**src/include/ied_regs.svh**
```systemverilog
// Constants of the interrupt and exception dispatch block.
// Overview of operation
// - Pin takes any vector; local controller 16 up
// - Local controller flags illegal low vectors
// - One enable flag masks all maskable interrupts
// - Software interrupt calls handler for any vector
// - Software vector 2 skips nonmaskable hardware state
// - Software interrupts ignore the enable flag
// - Software interrupts never push error codes
// - Overflow, breakpoint, range instructions raise exceptions
// - Machine check uses vector 18 with code
// - Fault returns to the faulting instruction
// - Trap returns to the next instruction
// - Trap in a branch returns to target
// - Abort location may be imprecise
// - Exceptions and interrupts only at boundaries
// - Interrupt returns to next due instruction
// - Repeat instruction interrupted between iterations
// - Recognised only at in-order retirement
// - Prefetch and early decode never signal
// - Reset, flush, clock, management pins bypass dispatch
// - Maskable pin vector fetched from the bus
// - Nonmaskable blocked until interrupt return
`ifndef IED_REGS_SVH
`define IED_REGS_SVH
`define IED_VEC_NMI       8'h02
`define IED_VEC_BP        8'h03
`define IED_VEC_OF        8'h04
`define IED_VEC_BR        8'h05
`define IED_VEC_MC        8'h12
`define IED_VEC_LOCAL_MIN 8'h10
`define IED_RST_FLAG      1'b0
`define IED_RST_VEC       8'h00
`define IED_RST_IP        32'h0000_0000
`endif

```
**src/include/ied_pkg.sv**
```systemverilog
// Types of the interrupt and exception dispatch block.
package ied_pkg;
  typedef enum logic [1:0] {
    IED_CLS_FAULT = 2'h0,
    IED_CLS_TRAP  = 2'h1,
    IED_CLS_ABORT = 2'h2,
    IED_CLS_MASKABLE_INT_PIN  = 2'h3
  } ied_class_t;
  typedef enum logic [1:0] {
    IED_SWI_INTN  = 2'h0,
    IED_SWI_INT3  = 2'h1,
    IED_SWI_INTO  = 2'h2,
    IED_SWI_BOUND = 2'h3
  } ied_swi_t;
  typedef enum logic [1:0] {
    IED_ST_IDLE = 2'h0,
    IED_ST_NMI  = 2'h1
  } ied_state_t;
endpackage : ied_pkg

```
**src/design/ied_dispatch.sv**
```systemverilog
// Interrupt and exception dispatch at the retirement boundary.
`timescale 1ns/1ps
`default_nettype none
`include "ied_regs.svh"
module ied_dispatch (
  input  wire logic              clk_i,
  input  wire logic              reset_n_i,
  input  wire logic              retire_boundary_i,
  input  wire logic              rep_iter_done_i,
  input  wire logic [31:0]       fault_ip_i,
  input  wire logic [31:0]       next_ip_i,
  input  wire logic [31:0]       branch_target_i,
  input  wire logic              branch_taken_i,
  input  wire logic              if_flag_i,
  input  wire logic              maskable_int_pin_i,
  input  wire logic [7:0]        bus_vector_i,
  input  wire logic              bus_vector_valid_i,
  input  wire logic              local_maskable_int_pin_ctrl_req_i,
  input  wire logic [7:0]        local_maskable_int_pin_ctrl_vec_i,
  input  wire logic              nmi_req_i,
  input  wire logic              int_return_instr_i,
  input  wire logic              swi_req_i,
  input  wire ied_pkg::ied_swi_t swi_kind_i,
  input  wire logic [7:0]        swi_vector_i,
  input  wire logic              swi_cond_i,
  input  wire logic              exc_req_i,
  input  wire logic [7:0]        exc_vector_i,
  input  wire ied_pkg::ied_class_t exc_class_i,
  input  wire logic              exc_has_code_i,
  input  wire logic              machine_check_exc_i,
  output logic                   dispatch_valid_o,
  output logic [7:0]             dispatch_vector_o,
  output ied_pkg::ied_class_t    dispatch_class_o,
  output logic [31:0]            dispatch_ret_ip_o,
  output logic                   dispatch_code_valid_o,
  output logic                   dispatch_precise_o,
  output logic                   nmi_blocked_o,
  output logic                   illegal_vector_o,
  output logic                   int_ack_o
);
  import ied_pkg::*;

  // ***************************************************************
  // State and next values
  // ***************************************************************
  ied_state_t  st_r;
  ied_state_t  st_nxt;
  logic        blk_r;
  logic        blk_nxt;
  logic        val_r;
  logic        val_nxt;
  logic [7:0]  vec_r;
  logic [7:0]  vec_nxt;
  ied_class_t  cls_r;
  ied_class_t  cls_nxt;
  logic [31:0] ip_r;
  logic [31:0] ip_nxt;
  logic        code_r;
  logic        code_nxt;
  logic        prec_r;
  logic        prec_nxt;
  logic        ack_r;
  logic        ack_nxt;
  logic        ill_r;
  logic        ill_nxt;

  // ***************************************************************
  // Source qualifiers
  // ***************************************************************
  logic        swi_fires;
  logic        nmi_ready;
  logic        pin_ready;
  logic        lic_ready;
  logic        take_mc;
  logic        take_exc;
  logic        take_swi;
  logic        take_nmi;
  logic        take_pin;
  logic        take_lic;

  // ***************************************************************
  // Helper functions
  // ***************************************************************

  // Both the dispatch path and the illegal-vector flag use this floor.
  function automatic logic local_vec_ok(input logic [7:0] vec);
    local_vec_ok = (vec >= `IED_VEC_LOCAL_MIN);
  endfunction : local_vec_ok

  // Trap return address follows a taken branch.
  function automatic logic [31:0] trap_ip(input logic tk, input logic [31:0] tgt, input logic [31:0] nx);
    trap_ip = tk ? tgt : nx;
  endfunction : trap_ip

  // A repeat instruction cut between iterations restarts at its own address.
  // Its registers already point at the next iteration, so no work is repeated.
  function automatic logic [31:0] maskable_int_pin_ip(input logic rep, input logic [31:0] cur, input logic [31:0] nx);
    maskable_int_pin_ip = rep ? cur : nx;
  endfunction : maskable_int_pin_ip

  // Vector named by each kind of software interrupt.
  function automatic logic [7:0] swi_vec(input ied_swi_t kind, input logic [7:0] operand);
    case (kind)
      IED_SWI_INT3:  swi_vec = `IED_VEC_BP;
      IED_SWI_INTO:  swi_vec = `IED_VEC_OF;
      IED_SWI_BOUND: swi_vec = `IED_VEC_BR;
      default:       swi_vec = operand;
    endcase
  endfunction : swi_vec

  // ***************************************************************
  // Source selection
  // ***************************************************************

  // no mask; the condition gates every kind except INTN: breakpoint, overflow and range checks.
  assign swi_fires = swi_req_i && ((swi_kind_i == IED_SWI_INTN) || swi_cond_i);

  assign nmi_ready = nmi_req_i && (st_r == IED_ST_IDLE);

  assign pin_ready = if_flag_i && maskable_int_pin_i && bus_vector_valid_i;

  assign lic_ready = if_flag_i && local_maskable_int_pin_ctrl_req_i && local_vec_ok(local_maskable_int_pin_ctrl_vec_i);

  // Fixed source order; full priority arbitration lives elsewhere.
  // A refused source is dropped silently, so its requester must hold it.
  // boundary only; retirement; in-order
  always_comb begin
    take_mc  = 1'b0;
    take_exc = 1'b0;
    take_swi = 1'b0;
    take_nmi = 1'b0;
    take_pin = 1'b0;
    take_lic = 1'b0;
    if (retire_boundary_i) begin
      if (machine_check_exc_i) begin
        take_mc = 1'b1;
      end else if (exc_req_i) begin
        take_exc = 1'b1;
      end else if (swi_fires) begin
        take_swi = 1'b1;
      end else if (nmi_ready) begin
        take_nmi = 1'b1;
      end else if (pin_ready) begin
        take_pin = 1'b1;
      end else if (lic_ready) begin
        take_lic = 1'b1;
      end
    end
  end

  // ***************************************************************
  // Nonmaskable blocking state
  // ***************************************************************
  always_comb begin
    st_nxt = st_r;
    if (int_return_instr_i && retire_boundary_i) begin
      st_nxt = IED_ST_IDLE;
    end
    // A fresh entry wins over a release in the same cycle.
    // software leaves state
    if (take_nmi) begin
      st_nxt = IED_ST_NMI;
    end
    blk_nxt = (st_nxt == IED_ST_NMI);
  end

  always_ff @(posedge clk_i) begin
    if (!reset_n_i) begin
      st_r  <= IED_ST_IDLE;
      blk_r <= `IED_RST_FLAG;
    end else begin
      st_r  <= st_nxt;
      blk_r <= blk_nxt;
    end
  end

  // ***************************************************************
  // Dispatch record
  // ***************************************************************
  always_comb begin
    val_nxt  = 1'b0;
    vec_nxt  = vec_r;
    cls_nxt  = cls_r;
    ip_nxt   = ip_r;
    code_nxt = 1'b0;
    prec_nxt = prec_r;
    ack_nxt  = 1'b0;
    if (take_mc) begin
      val_nxt  = 1'b1;
      vec_nxt  = `IED_VEC_MC;
      cls_nxt  = IED_CLS_ABORT;
      ip_nxt   = fault_ip_i;
      code_nxt = 1'b1;
      prec_nxt = 1'b0;
    end else if (take_exc) begin
      val_nxt  = 1'b1;
      vec_nxt  = exc_vector_i;
      cls_nxt  = exc_class_i;
      code_nxt = exc_has_code_i;
      prec_nxt = (exc_class_i != IED_CLS_ABORT);
      if (exc_class_i == IED_CLS_TRAP) begin
        ip_nxt = trap_ip(branch_taken_i, branch_target_i, next_ip_i);
      end else begin
        ip_nxt = fault_ip_i;
      end
    end else if (take_swi) begin
      val_nxt  = 1'b1;
      vec_nxt  = swi_vec(swi_kind_i, swi_vector_i);
      prec_nxt = 1'b1;
      // A range check restarts the instruction; the others resume after it.
      if (swi_kind_i == IED_SWI_BOUND) begin
        cls_nxt = IED_CLS_FAULT;
        ip_nxt  = fault_ip_i;
      end else begin
        cls_nxt = IED_CLS_TRAP;
        ip_nxt  = next_ip_i;
      end
    end else if (take_nmi) begin
      val_nxt  = 1'b1;
      vec_nxt  = `IED_VEC_NMI;
      cls_nxt  = IED_CLS_MASKABLE_INT_PIN;
      ip_nxt   = maskable_int_pin_ip(rep_iter_done_i, fault_ip_i, next_ip_i);
      prec_nxt = 1'b1;
    end else if (take_pin) begin
      // any pin vector; vector from bus
      val_nxt  = 1'b1;
      vec_nxt  = bus_vector_i;
      cls_nxt  = IED_CLS_MASKABLE_INT_PIN;
      ip_nxt   = maskable_int_pin_ip(rep_iter_done_i, fault_ip_i, next_ip_i);
      prec_nxt = 1'b1;
      ack_nxt  = 1'b1;
    end else if (take_lic) begin
      val_nxt  = 1'b1;
      vec_nxt  = local_maskable_int_pin_ctrl_vec_i;
      cls_nxt  = IED_CLS_MASKABLE_INT_PIN;
      ip_nxt   = maskable_int_pin_ip(rep_iter_done_i, fault_ip_i, next_ip_i);
      prec_nxt = 1'b1;
    end
  end

  always_ff @(posedge clk_i) begin
    if (!reset_n_i) begin
      val_r  <= `IED_RST_FLAG;
      vec_r  <= `IED_RST_VEC;
      cls_r  <= IED_CLS_FAULT;
      ip_r   <= `IED_RST_IP;
      code_r <= `IED_RST_FLAG;
      prec_r <= `IED_RST_FLAG;
      ack_r  <= `IED_RST_FLAG;
    end else begin
      val_r  <= val_nxt;
      vec_r  <= vec_nxt;
      cls_r  <= cls_nxt;
      ip_r   <= ip_nxt;
      code_r <= code_nxt;
      prec_r <= prec_nxt;
      ack_r  <= ack_nxt;
    end
  end

  // ***************************************************************
  // Illegal local vector flag
  // ***************************************************************

  // The flag repeats each cycle a low vector is offered.
  // The local controller must drop such a request itself; nothing here clears it.
  always_comb begin
    ill_nxt = local_maskable_int_pin_ctrl_req_i && !local_vec_ok(local_maskable_int_pin_ctrl_vec_i);
  end

  always_ff @(posedge clk_i) begin
    if (!reset_n_i) begin
      ill_r <= `IED_RST_FLAG;
    end else begin
      ill_r <= ill_nxt;
    end
  end

  // ***************************************************************
  // Outputs
  // ***************************************************************

  // special pins bypass
  // Flush, clock-stop and management pins have no input here at all; reset_n_i only clears the block's registers.
  assign dispatch_valid_o      = val_r;
  assign dispatch_vector_o     = vec_r;
  assign dispatch_class_o      = cls_r;
  assign dispatch_ret_ip_o     = ip_r;
  assign dispatch_code_valid_o = code_r;
  assign dispatch_precise_o    = prec_r;
  assign nmi_blocked_o         = blk_r;
  assign illegal_vector_o      = ill_r;
  assign int_ack_o             = ack_r;

endmodule : ied_dispatch
`default_nettype wire

```
**config.mk**
```make
export PLATFORM = sky130hd
export DESIGN_NAME = ied_dispatch
export DESIGN_NICKNAME = d
export VERILOG_FILES = /design/src/include/ied_pkg.sv /design/src/design/ied_dispatch.sv
export VERILOG_INCLUDE_DIRS = /design/src /design/src/include
export SDC_FILE = /design/constraint.sdc
export NUM_CORES = 1
export LEC_CHECK = 0
export ABC_CLOCK_PERIOD_IN_PS = 2870
export BUFFER_PORTS_ARGS = -buffer_cell sky130_fd_sc_hd__clkbuf_2
export CAP_MARGIN = 10
export CORE_MARGIN = 5
export CORE_UTILIZATION = 35
export DETAILED_ROUTE_END_ITERATION = 12
export GPL_ROUTABILITY_DRIVEN = 0
export PLACE_DENSITY = 0.66
export SYNTH_ARGS = -nofsm -noshare
export SYNTH_HDL_FRONTEND = slang
export SYNTH_SLANG_ARGS = --single-unit
```
**constraint.sdc**
```tcl
create_clock -name clk_i -period 2.87 [get_ports clk_i]
set_input_delay 0.287 -clock clk_i [delete_from_list [all_inputs] [get_ports clk_i]]
set_output_delay 0.287 -clock clk_i [all_outputs]
set_load 0.05 [all_outputs]
```
==> results.toml, run 1 <==
[power_and_ir_drop]
max-vdd-ir-drop_mv = 0.1742
powerDensity_nw_per_um2 = 394.5
leakagePower_nw = 2.344

[floorplanning]
core_um2 = 9729
die_area_um2 = 12040
fp.dieH_um = 109.7
io_pins = 196
start_util_pct = 35.78
die_x_um = 109.7
num_rows = 36

[sta]
finClkSkew_ps = 5.776
relSlewSlack_pct = 30.59
rsz0062_at_grt = "no"
max_clock_freq_mhz = 425.8
layout_min_cycle_time_ps = 2349
finalSetupTns_ps = 0
worst_slew_pin_slew_ps = 1039
slew_violations = 0
fin_crit_sh_pct = 81.83
hold_violations = 0
final-setup-viol-count = 0

[synth]
synthCells = 417
synth_edf_count = 0
synth_xor_area_share_pct = 0
synth_ff_type = "dfxtp_1"
synth_fa_ha_area_share_pct = 0
synth_area_um2 = 3481
synth_compound_gate_area_share_pct = 27.53
syn_nets = 565
yosys.area_share.simple_pct = 12.54
async_reset_ff_share_pct = 0
ys_types = 44
synth_seq_cells = 50
yosysWarnings = 0
synth_area_per_cell_um2 = 8.347
synthMuxAreaShare_pct = 18.40
synth_top_family_by_area = "compound AO/OA/AOI/OAI gates"
yosysSeqAreaShare_pct = 28.76

[finish]
final_common_cell = "clkbuf_2"
drive_gt1_share_pct = 37.95
n_fill_cell = 1016
diodes = 0
nets = 753
mostFrequentLayoutCells = "195 x clkbuf_2, 71 x inv_1, 64 x mux2i_1"
syn_to_final_growth_pct = 34.80
fin_util_pct = 48.23

[setup_path]
cp.arrival_ps = 2510
start_kind = "primary input"
criticalPathCategory = "primary input to flip-flop"
crit_required_ps = 3030
cp-end-kind = "flip-flop"
cp_max_fo = 23

[cts]
cts_inserted_buffers = 5
cts-root-buf = "clkbuf_8"
cts_resized = 0
clock_sinks = 50
cts_hold_buf = 0
cts_tree = "done"
clk_pin_slew_ps = 90
h-tree-depth = 2
cts_setup_buffers = 0
cts_buffer_depth = 2
clk_latency_ps = 300

[global_routing]
grt_pass1_vias = 3995
track_usage_pct = 19.84
antenna_found_initial = 0
grt_max_degree = 35
grt_pass1_wl_um = 19020
grt-ovfl-total = 0

[status]
status = "completed"

[drt]
wire_per_inst_um = 16.61
ant_nets = 0
dr.pass1.iters = 4
drt_iter0_markers = 140
via_count = 3899
drt_wl_total_um = 12280
avgViaCountPerCell = 5.276
drc_errors = 0

[min_path]
hold_class = "primary input to flip-flop"

[place]
hpwl_um = 9382
port_buffers = 195

[run]
maxCapViolCount = 0
[flip-flops by register name, summed over array words and instances (netlist names)]
| signal | count |
|---|---|
| st_r | 2 |
| dispatch_precise_o | 1 |
| illegal_vector_o | 1 |
| dispatch_ret_ip_o | 32 |
| dispatch_vector_o | 8 |
| dispatch_valid_o | 1 |
| nmi_blocked_o | 1 |
| dispatch_class_o | 2 |
| dispatch_code_valid_o | 1 |
| int_ack_o | 1 |
[critical path, cell delays in order]
cell and delay (ps):
clkbuf_2 160, nor3b_1 270, nand3_1 190, a21oi_4 850, buf_4 360, mux2i_1 240
o221ai_1 140
[layer usage]
metal | up-vias | wire (um) | GRT usage, % | share of wire [%]
li1 | 1901 | - | - | -
met1 | 1858 | 5257 | 24.79 | 43
met2 | 132 | 6206 | 35.40 | 51
met3 | 8 | 710 | 3.464 | 5.8
met4 | 0 | 103 | 4.541 | 0.84
met5 | - | 0 | 0 | 0
[logic make-up (layout without fill, tap and decap cells)]
family                 after synthesis  in the layout
muxes                               64             64
DFF                                 50             50
and+or+nand+nor                     89             89
buffers and inverters              102            291
AOI/OAI and AO/OA                  112            112
[cell usage after synthesis (all sizes together), types with 3 or more instances]
master | instances | area (um^2)
a21oi | 18 | 97.60
nand2b | 6 | 37.54
nor3 | 5 | 25.02
and3 | 3 | 18.77
clkbuf | 16 | 60.06
mux2i | 64 | 640.6
a221o | 4 | 40.04
nand2 | 43 | 161.4
o32ai | 35 | 336.6
inv | 71 | 266.5
nor2 | 10 | 37.54
nand3 | 7 | 35.03
o21ai | 7 | 35.03
buf | 14 | 113.9
o2111a | 3 | 33.78
dfxtp | 50 | 1001
o221ai | 31 | 271.5
[stage by stage]
step	setup WS, ps	cells	area, um^2	hold slack [ps]	power (mW)
floorplan	992.1	417	3481	400.8	1.199
global placement	277.8	731	4601	461.9	1.420
detailed placement	175.0	731	4601	468.2	1.432
CTS	492.7	739	4692	220.5	1.871
global route	358.5	739	4692	222.4	1.958
finish	521.4	739	4692	231.6	1.851
[final timing paths]
check,slack [ps],cells after the start,endpoint,startpoint
max,520,7,dispatch_ret_ip_o[4],machine_check_exc_i
min,230,3,dispatch_vector_o[4],bus_vector_i[4]
max reg2reg,870,7,dispatch_ret_ip_o[4],st_r[1]
min reg2reg,480,2,dispatch_vector_o[7],dispatch_vector_o[7]
[report_power, final]
group / leakage [nW] / internal, mW / switching (mW) / total [mW]
Sequential: 0.411 / 0.741 / 0.0264 / 0.767
Combinational: 1.89 / 0.236 / 0.411 / 0.647
Clock: 0.0482 / 0.195 / 0.241 / 0.437
Total: 2.34 / 1.17 / 0.678 / 1.85
[area by class of cell]
type | instances | area [um^2] | share of cell area [%]
Timing Repair Buffer | 211 | 1109 | 23.63
Sequential cell | 50 | 1001 | 21.33
Clock inverter | 1 | 5.005 | 0.1067
Clock buffer | 7 | 86.33 | 1.840
Multi-Input combinational cell | 265 | 2054 | 43.79
Tap cell | 133 | 166.4 | 3.547
Inverter | 72 | 270.3 | 5.760
No activity file was read; power rests on OpenSTA's default activity.
==> run 2: changes to the inputs <==
--- a/config.mk
+++ b/config.mk
@@ -6,14 +6,14 @@
 export SDC_FILE = /design/constraint.sdc
 export NUM_CORES = 1
 export LEC_CHECK = 0
-export ABC_CLOCK_PERIOD_IN_PS = 2870
+export ABC_AREA = 1
+export ABC_CLOCK_PERIOD_IN_PS = 2100
 export BUFFER_PORTS_ARGS = -buffer_cell sky130_fd_sc_hd__clkbuf_2
 export CAP_MARGIN = 10
 export CORE_MARGIN = 5
 export CORE_UTILIZATION = 35
 export DETAILED_ROUTE_END_ITERATION = 12
 export GPL_ROUTABILITY_DRIVEN = 0
-export PLACE_DENSITY = 0.66
 export SYNTH_ARGS = -nofsm -noshare
 export SYNTH_HDL_FRONTEND = slang
 export SYNTH_SLANG_ARGS = --single-unit
==> constraint.sdc (replaced) <==
create_clock -name clk_i -period 2.1 [get_ports clk_i]
set_input_delay 0.21 -clock clk_i [delete_from_list [all_inputs] [get_ports clk_i]]
set_output_delay 0.21 -clock clk_i [all_outputs]
set_load 0.05 [all_outputs]
==> results.toml, run 2 <==
[drt]
avgViaCountPerCell = 4.776
via_count = 6213
drt_iter0_markers = 540
drc_errors = 0
drt_wl_total_um = 18040
dr.pass1.iters = 5
ant_nets = 0
wire_per_inst_um = 13.87

[setup_path]
cp_max_fo = 35
r2r_slack_ps = 350
cp-end-kind = "flip-flop"
start_kind = "flip-flop"
criticalPathCategory = "flip-flop to flip-flop"
crit_start = "st_r[0]"
timing.rr.start = "st_r[0]"
crit_required_ps = 2280
cp.arrival_ps = 1940

[sta]
max_clock_freq_mhz = 569.9
worst_slew_pin_slew_ps = 511.2
fin_crit_sh_pct = 83.55
final-setup-viol-count = 0
slew_violations = 0
hold_violations = 0
relSlewSlack_pct = 65.69
hold_slack_ps = 142.6
layout_min_cycle_time_ps = 1755
finClkSkew_ps = 3.139
rsz0062_at_grt = "no"
finalSetupTns_ps = 0

[cts]
clk_latency_ps = 290
cts_resized = 0
cts_buffer_depth = 2
clock_sinks = 50
cts-root-buf = "clkbuf_16"
cts_hold_buf = 0
cts_inserted_buffers = 5
h-tree-depth = 2
clk_pin_slew_ps = 70
cts_tree = "done"

[synth]
synth_edf_count = 0
async_reset_ff_share_pct = 0
yosysTopAreaCellShare_pct = 32.20
synth_area_um2 = 4977
synth_area_per_cell_um2 = 5.179
synthCells = 961
synth_top_area_cell = "nand2_1"
netlist_top_cells_count = "427 x nand2_1, 105 x o21ai_0, 99 x inv_1"
synthTopCellsByArea = "nand2_1 32%, dfxtp_1 20%, o21ai_0 11%, nand3_1 7.6%, inv_1 7.5%"
yosysSeqAreaShare_pct = 20.11
synth_ff_type = "dfxtp_1"
yosysMostFrequentCell = "nand2_1"
ys_types = 28
syn_nets = 1109
synth_seq_cells = 50
yosysWarnings = 0

[finish]
n_fill_cell = 1573
fin_util_pct = 44.98
largest_register_ffs = 32
diodes = 0
mostFrequentLayoutCells = "426 x nand2_1, 195 x clkbuf_2, 105 x o21ai_0"
layoutNonFillerInstCount = 1301
nets = 1269
final_common_cell = "nand2_1"
drive_gt1_share_pct = 22.21
syn_to_final_growth_pct = 25.92

[global_routing]
grt_max_degree = 65
grt_pass1_vias = 5727
grt-ovfl-total = 0
grt_pass1_wl_um = 29390
track_usage_pct = 21.21
antenna_found_initial = 0

[min_path]
hold_class = "primary input to flip-flop"
worstHoldStart = "local_maskable_int_pin_ctrl_req_i"

[run]
maxCapViolCount = 0

[power_and_ir_drop]
switchingPower_mw = 1.232
swShare_pct = 39.93
seq_power_share_pct = 34.3
comb_power_share_pct = 39.7
power.total_mw = 3.085
powerDensity_nw_per_um2 = 492.3
power.internal_mw = 1.853
max-vdd-ir-drop_mv = 0.2789
leakagePower_nw = 3.489
pwr-share-clk_pct = 26.0

[floorplanning]
die_area_um2 = 16710
die_x_um = 129.3
fp.dieH_um = 129.3
io_pins = 196
start_util_pct = 35.72
core_um2 = 13930
num_rows = 43

[status]
status = "completed"

[place]
port_buffers = 195
hpwl_um = 13070
dp.cells = 1292
==> run 2: power by group through the flow <==
| stage | clock network (mW) | logic, mW | registers, mW |
|---|---|---|---|
| 2_1_floorplan | 0 | 0.598 | 1.30 |
| 3_3_place_gp | 0 | 1.22 | 1.08 |
| 3_5_place_dp | 0 | 1.23 | 1.08 |
| 4_1_cts | 0.815 | 1.23 | 1.06 |
| 5_1_grt | 0.855 | 1.37 | 1.06 |
| 6_report | 0.803 | 1.22 | 1.06 |
==> run 2: worst paths after layout <==
kind                            depth (start not counted)                    to
worst max-delay path                                    8  dispatch_vector_o[1]
worst min-delay path                                    3      illegal_vector_o
worst max register to register                          8  dispatch_vector_o[1]
worst min register to register                          2               st_r[1]
==> run 2: repair_timing <==
item / 4_1_cts / 5_1_grt
setup buffers: 0 / 2
endpoints found under the setup margin: 0 / 34
endpoints found under the hold margin: 0 / 0
==> run 2: metal layers <==
layer | wire [um] | track usage [%] | up-vias
met4 | 108 | 3.027 | 0
met5 | 0 | 0 | -
met1 | 8542 | 30.11 | 2649
li1 | - | - | 3368
met2 | 8240 | 35.27 | 190
met3 | 1149 | 2.638 | 6
==> run 2: kinds of logic (layout without fill, tap and decap cells) <==
group	Yosys count	in the layout	synth area share (%)
compound gates	163	163	16.77
buf+inv	167	327	13.50
flops	50	50	20.11
simple gates	581	581	49.62
==> run 2: cell type report <==
cell class	count	area, um^2	share of cell area [%]
Clock buffer	6	128.9	2.056
Timing Repair Buffer	219	1206	19.25
Inverter	101	379.1	6.049
Sequential cell	50	1001	15.97
Multi-Input combinational cell	744	3319	52.96
Tap cell	180	225.2	3.594
Clock inverter	1	7.507	0.1198
==> run 2: worst max-delay path, stage by stage, from the launching register on <==
cell     delay (ps)
dfxtp_1         310
inv_1            40
nand2_1          50
o21ai_0         290
nor2_4          110
nor2_8          130
nand3_4         340
o21ai_0         300
nor2_1           70
==> run 2: through the flow <==
stage	setup slack [ps]	area, um^2
after floorplan	661.1	4977
after global placement	8.999	6116
after detailed placement	-38.99	6116
after CTS	38.46	6252
after global routing	60.97	6267
final	345.4	6267
==> run 3: changes to the inputs <==
--- a/config.mk
+++ b/config.mk
@@ -7,7 +7,7 @@
 export NUM_CORES = 1
 export LEC_CHECK = 0
 export ABC_AREA = 1
-export ABC_CLOCK_PERIOD_IN_PS = 2100
+export ABC_CLOCK_PERIOD_IN_PS = 1500
 export BUFFER_PORTS_ARGS = -buffer_cell sky130_fd_sc_hd__clkbuf_2
 export CAP_MARGIN = 10
 export CORE_MARGIN = 5
==> constraint.sdc (replaced) <==
create_clock -name clk_i -period 1.5 [get_ports clk_i]
set_input_delay 0.15 -clock clk_i [delete_from_list [all_inputs] [get_ports clk_i]]
set_output_delay 0.15 -clock clk_i [all_outputs]
set_load 0.05 [all_outputs]
==> results.toml, run 3 (synthesis results as in run 2) <==
[status]
status = "complete, but fails checks"
violations = "negative setup slack"

[drt]
drc_errors = 0
dr.pass1.iters = 5
ant_nets = 0
top_layer = "met5"
dr_wl_met2_um = 8763
wire_per_inst_um = 14.01
route.met3.wl_um = 1202
via_count = 6439
drt_wl_total_um = 18620
met1Wirelength_um = 8472
avgViaCountPerCell = 4.845
drt_iter0_markers = 462

[finish]
diodes = 0
largest_register_ffs = 32
fin_util_pct = 48.78
final_common_cell = "nand2_1"
syn_to_final_growth_pct = 36.58
nets = 1296
drive_gt1_share_pct = 25.50
multi_input_area_um2 = 3387
n_fill_cell = 1555
seqCellArea_um2 = 1003
mostFrequentLayoutCells = "423 x nand2_1, 195 x clkbuf_2, 103 x o21ai_0"

[floorplanning]
die_area_um2 = 16710
io_pins = 196
die_x_um = 129.3
start_util_pct = 35.72
num_rows = 43
core_um2 = 13930
fp.dieH_um = 129.3

[min_path]
hold_class = "primary input to flip-flop"

[run]
maxCapViolCount = 0

[cts]
h-tree-depth = 2
clock_sinks = 50
cts_tree = "done"
cts-root-buf = "clkbuf_16"
cts_hold_buf = 0
cts_inserted_buffers = 5
clk_pin_slew_ps = 70
clk_latency_ps = 290
cts_buffer_depth = 2

[sta]
final-setup-viol-count = 2
rsz0062_at_grt = "yes"
hold_violations = 0
max_clock_freq_mhz = 654.5
layout_min_cycle_time_ps = 1528
finClkSkew_ps = 2.073
relSlewSlack_pct = 78.78
hold_slack_ps = 84.54
fin_crit_sh_pct = 101.9
worst_slew_pin_slew_ps = 319.6
fin_ws_ps = -27.95
slew_violations = 0

[global_routing]
antenna_found_initial = 1
grt_pass1_wl_um = 29550
grt_max_degree = 65
grt_pass1_vias = 5821
grt-ovfl-total = 0
track_usage_pct = 21.31

[power_and_ir_drop]
powerDensity_nw_per_um2 = 714.0
max-vdd-ir-drop_mv = 0.4884
leakagePower_nw = 3.740

[setup_path]
cp-end-kind = "flip-flop"
start_kind = "flip-flop"
criticalPathCategory = "flip-flop to flip-flop"
crit_required_ps = 1680
cp_max_fo = 17
cp.arrival_ps = 1710

[place]
hpwl_um = 13750
port_buffers = 195
[run 3: cell count changes in the layout (fill, tap and decap cells not counted), sizes merged]
| cell | change |
|---|---|
| clkbuf | +1 |
| clkinvlp | -1 |
| buf | +26 |
| bufinv | +2 |
[run 3: through the flow]
stage,worst slack [ps],area (um^2),setup TNS [ps],instances,power [mW]
floorplan,61.11,4977,0,961,2.663
global placement,-49.16,6409,-103.4,1316,3.313
detailed placement,-69.38,6409,-197.2,1316,3.322
CTS,5.927,6610,0,1324,4.824
global route,-126.6,6798,-2103,1329,5.153
finish,-27.95,6798,-30.68,1329,4.854
[run 3: layout make-up]
type	instances	share of cell area, %
clock buffers	6	2.043
clock inverters	2	0.8835
inverters	101	5.577
multi-input cells	744	49.83
flip-flops and latches	50	14.76
well taps	180	3.313
repair buffers	246	23.60
[run 3: timing repair]
| action | in CTS | in global routing |
|---|---|---|
| resized for setup | 2 | 27 |
| setup buffers | 0 | 4 |
| gates cloned | 0 | 1 |
| pin swaps | 0 | 9 |
| endpoints found under the setup margin | 5 | 44 |
[run 3: per-layer routing]
metal,track usage [%],vias up
met5,0,-
met4,3.582,2
met3,3.339,12
met2,35.21,201
met1,29.82,2795
li1,-,3429
[run 3: worst paths after layout]
check                                    start  depth (start not counted)  slack (ps)               endpoint
max reg2reg                            st_r[0]                         10         -30   dispatch_vector_o[1]
max                                    st_r[0]                         10         -30   dispatch_vector_o[1]
min reg2reg              dispatch_ret_ip_o[17]                          2         490  dispatch_ret_ip_o[17]
min          local_maskable_int_pin_ctrl_req_i                          3          80       illegal_vector_o
[run 3: worst max-delay path, cell delays in order, from the launching register on]
cell	delay (ps)
dfxtp_2	330
inv_2	70
nand2_4	60
o21ai_2	120
buf_4	140
nor2_4	50
nor2_8	170
nand3_4	120
buf_12	170
o21ai_1	130
nor2_1	60
[run 3: report_power, final]
group          internal, mW  total (mW)  switching, mW  leakage, nW
combinational         0.669        1.87           1.20         3.23
sequential             1.42        1.48         0.0584        0.411
clock                  1.00        1.50          0.502       0.0971
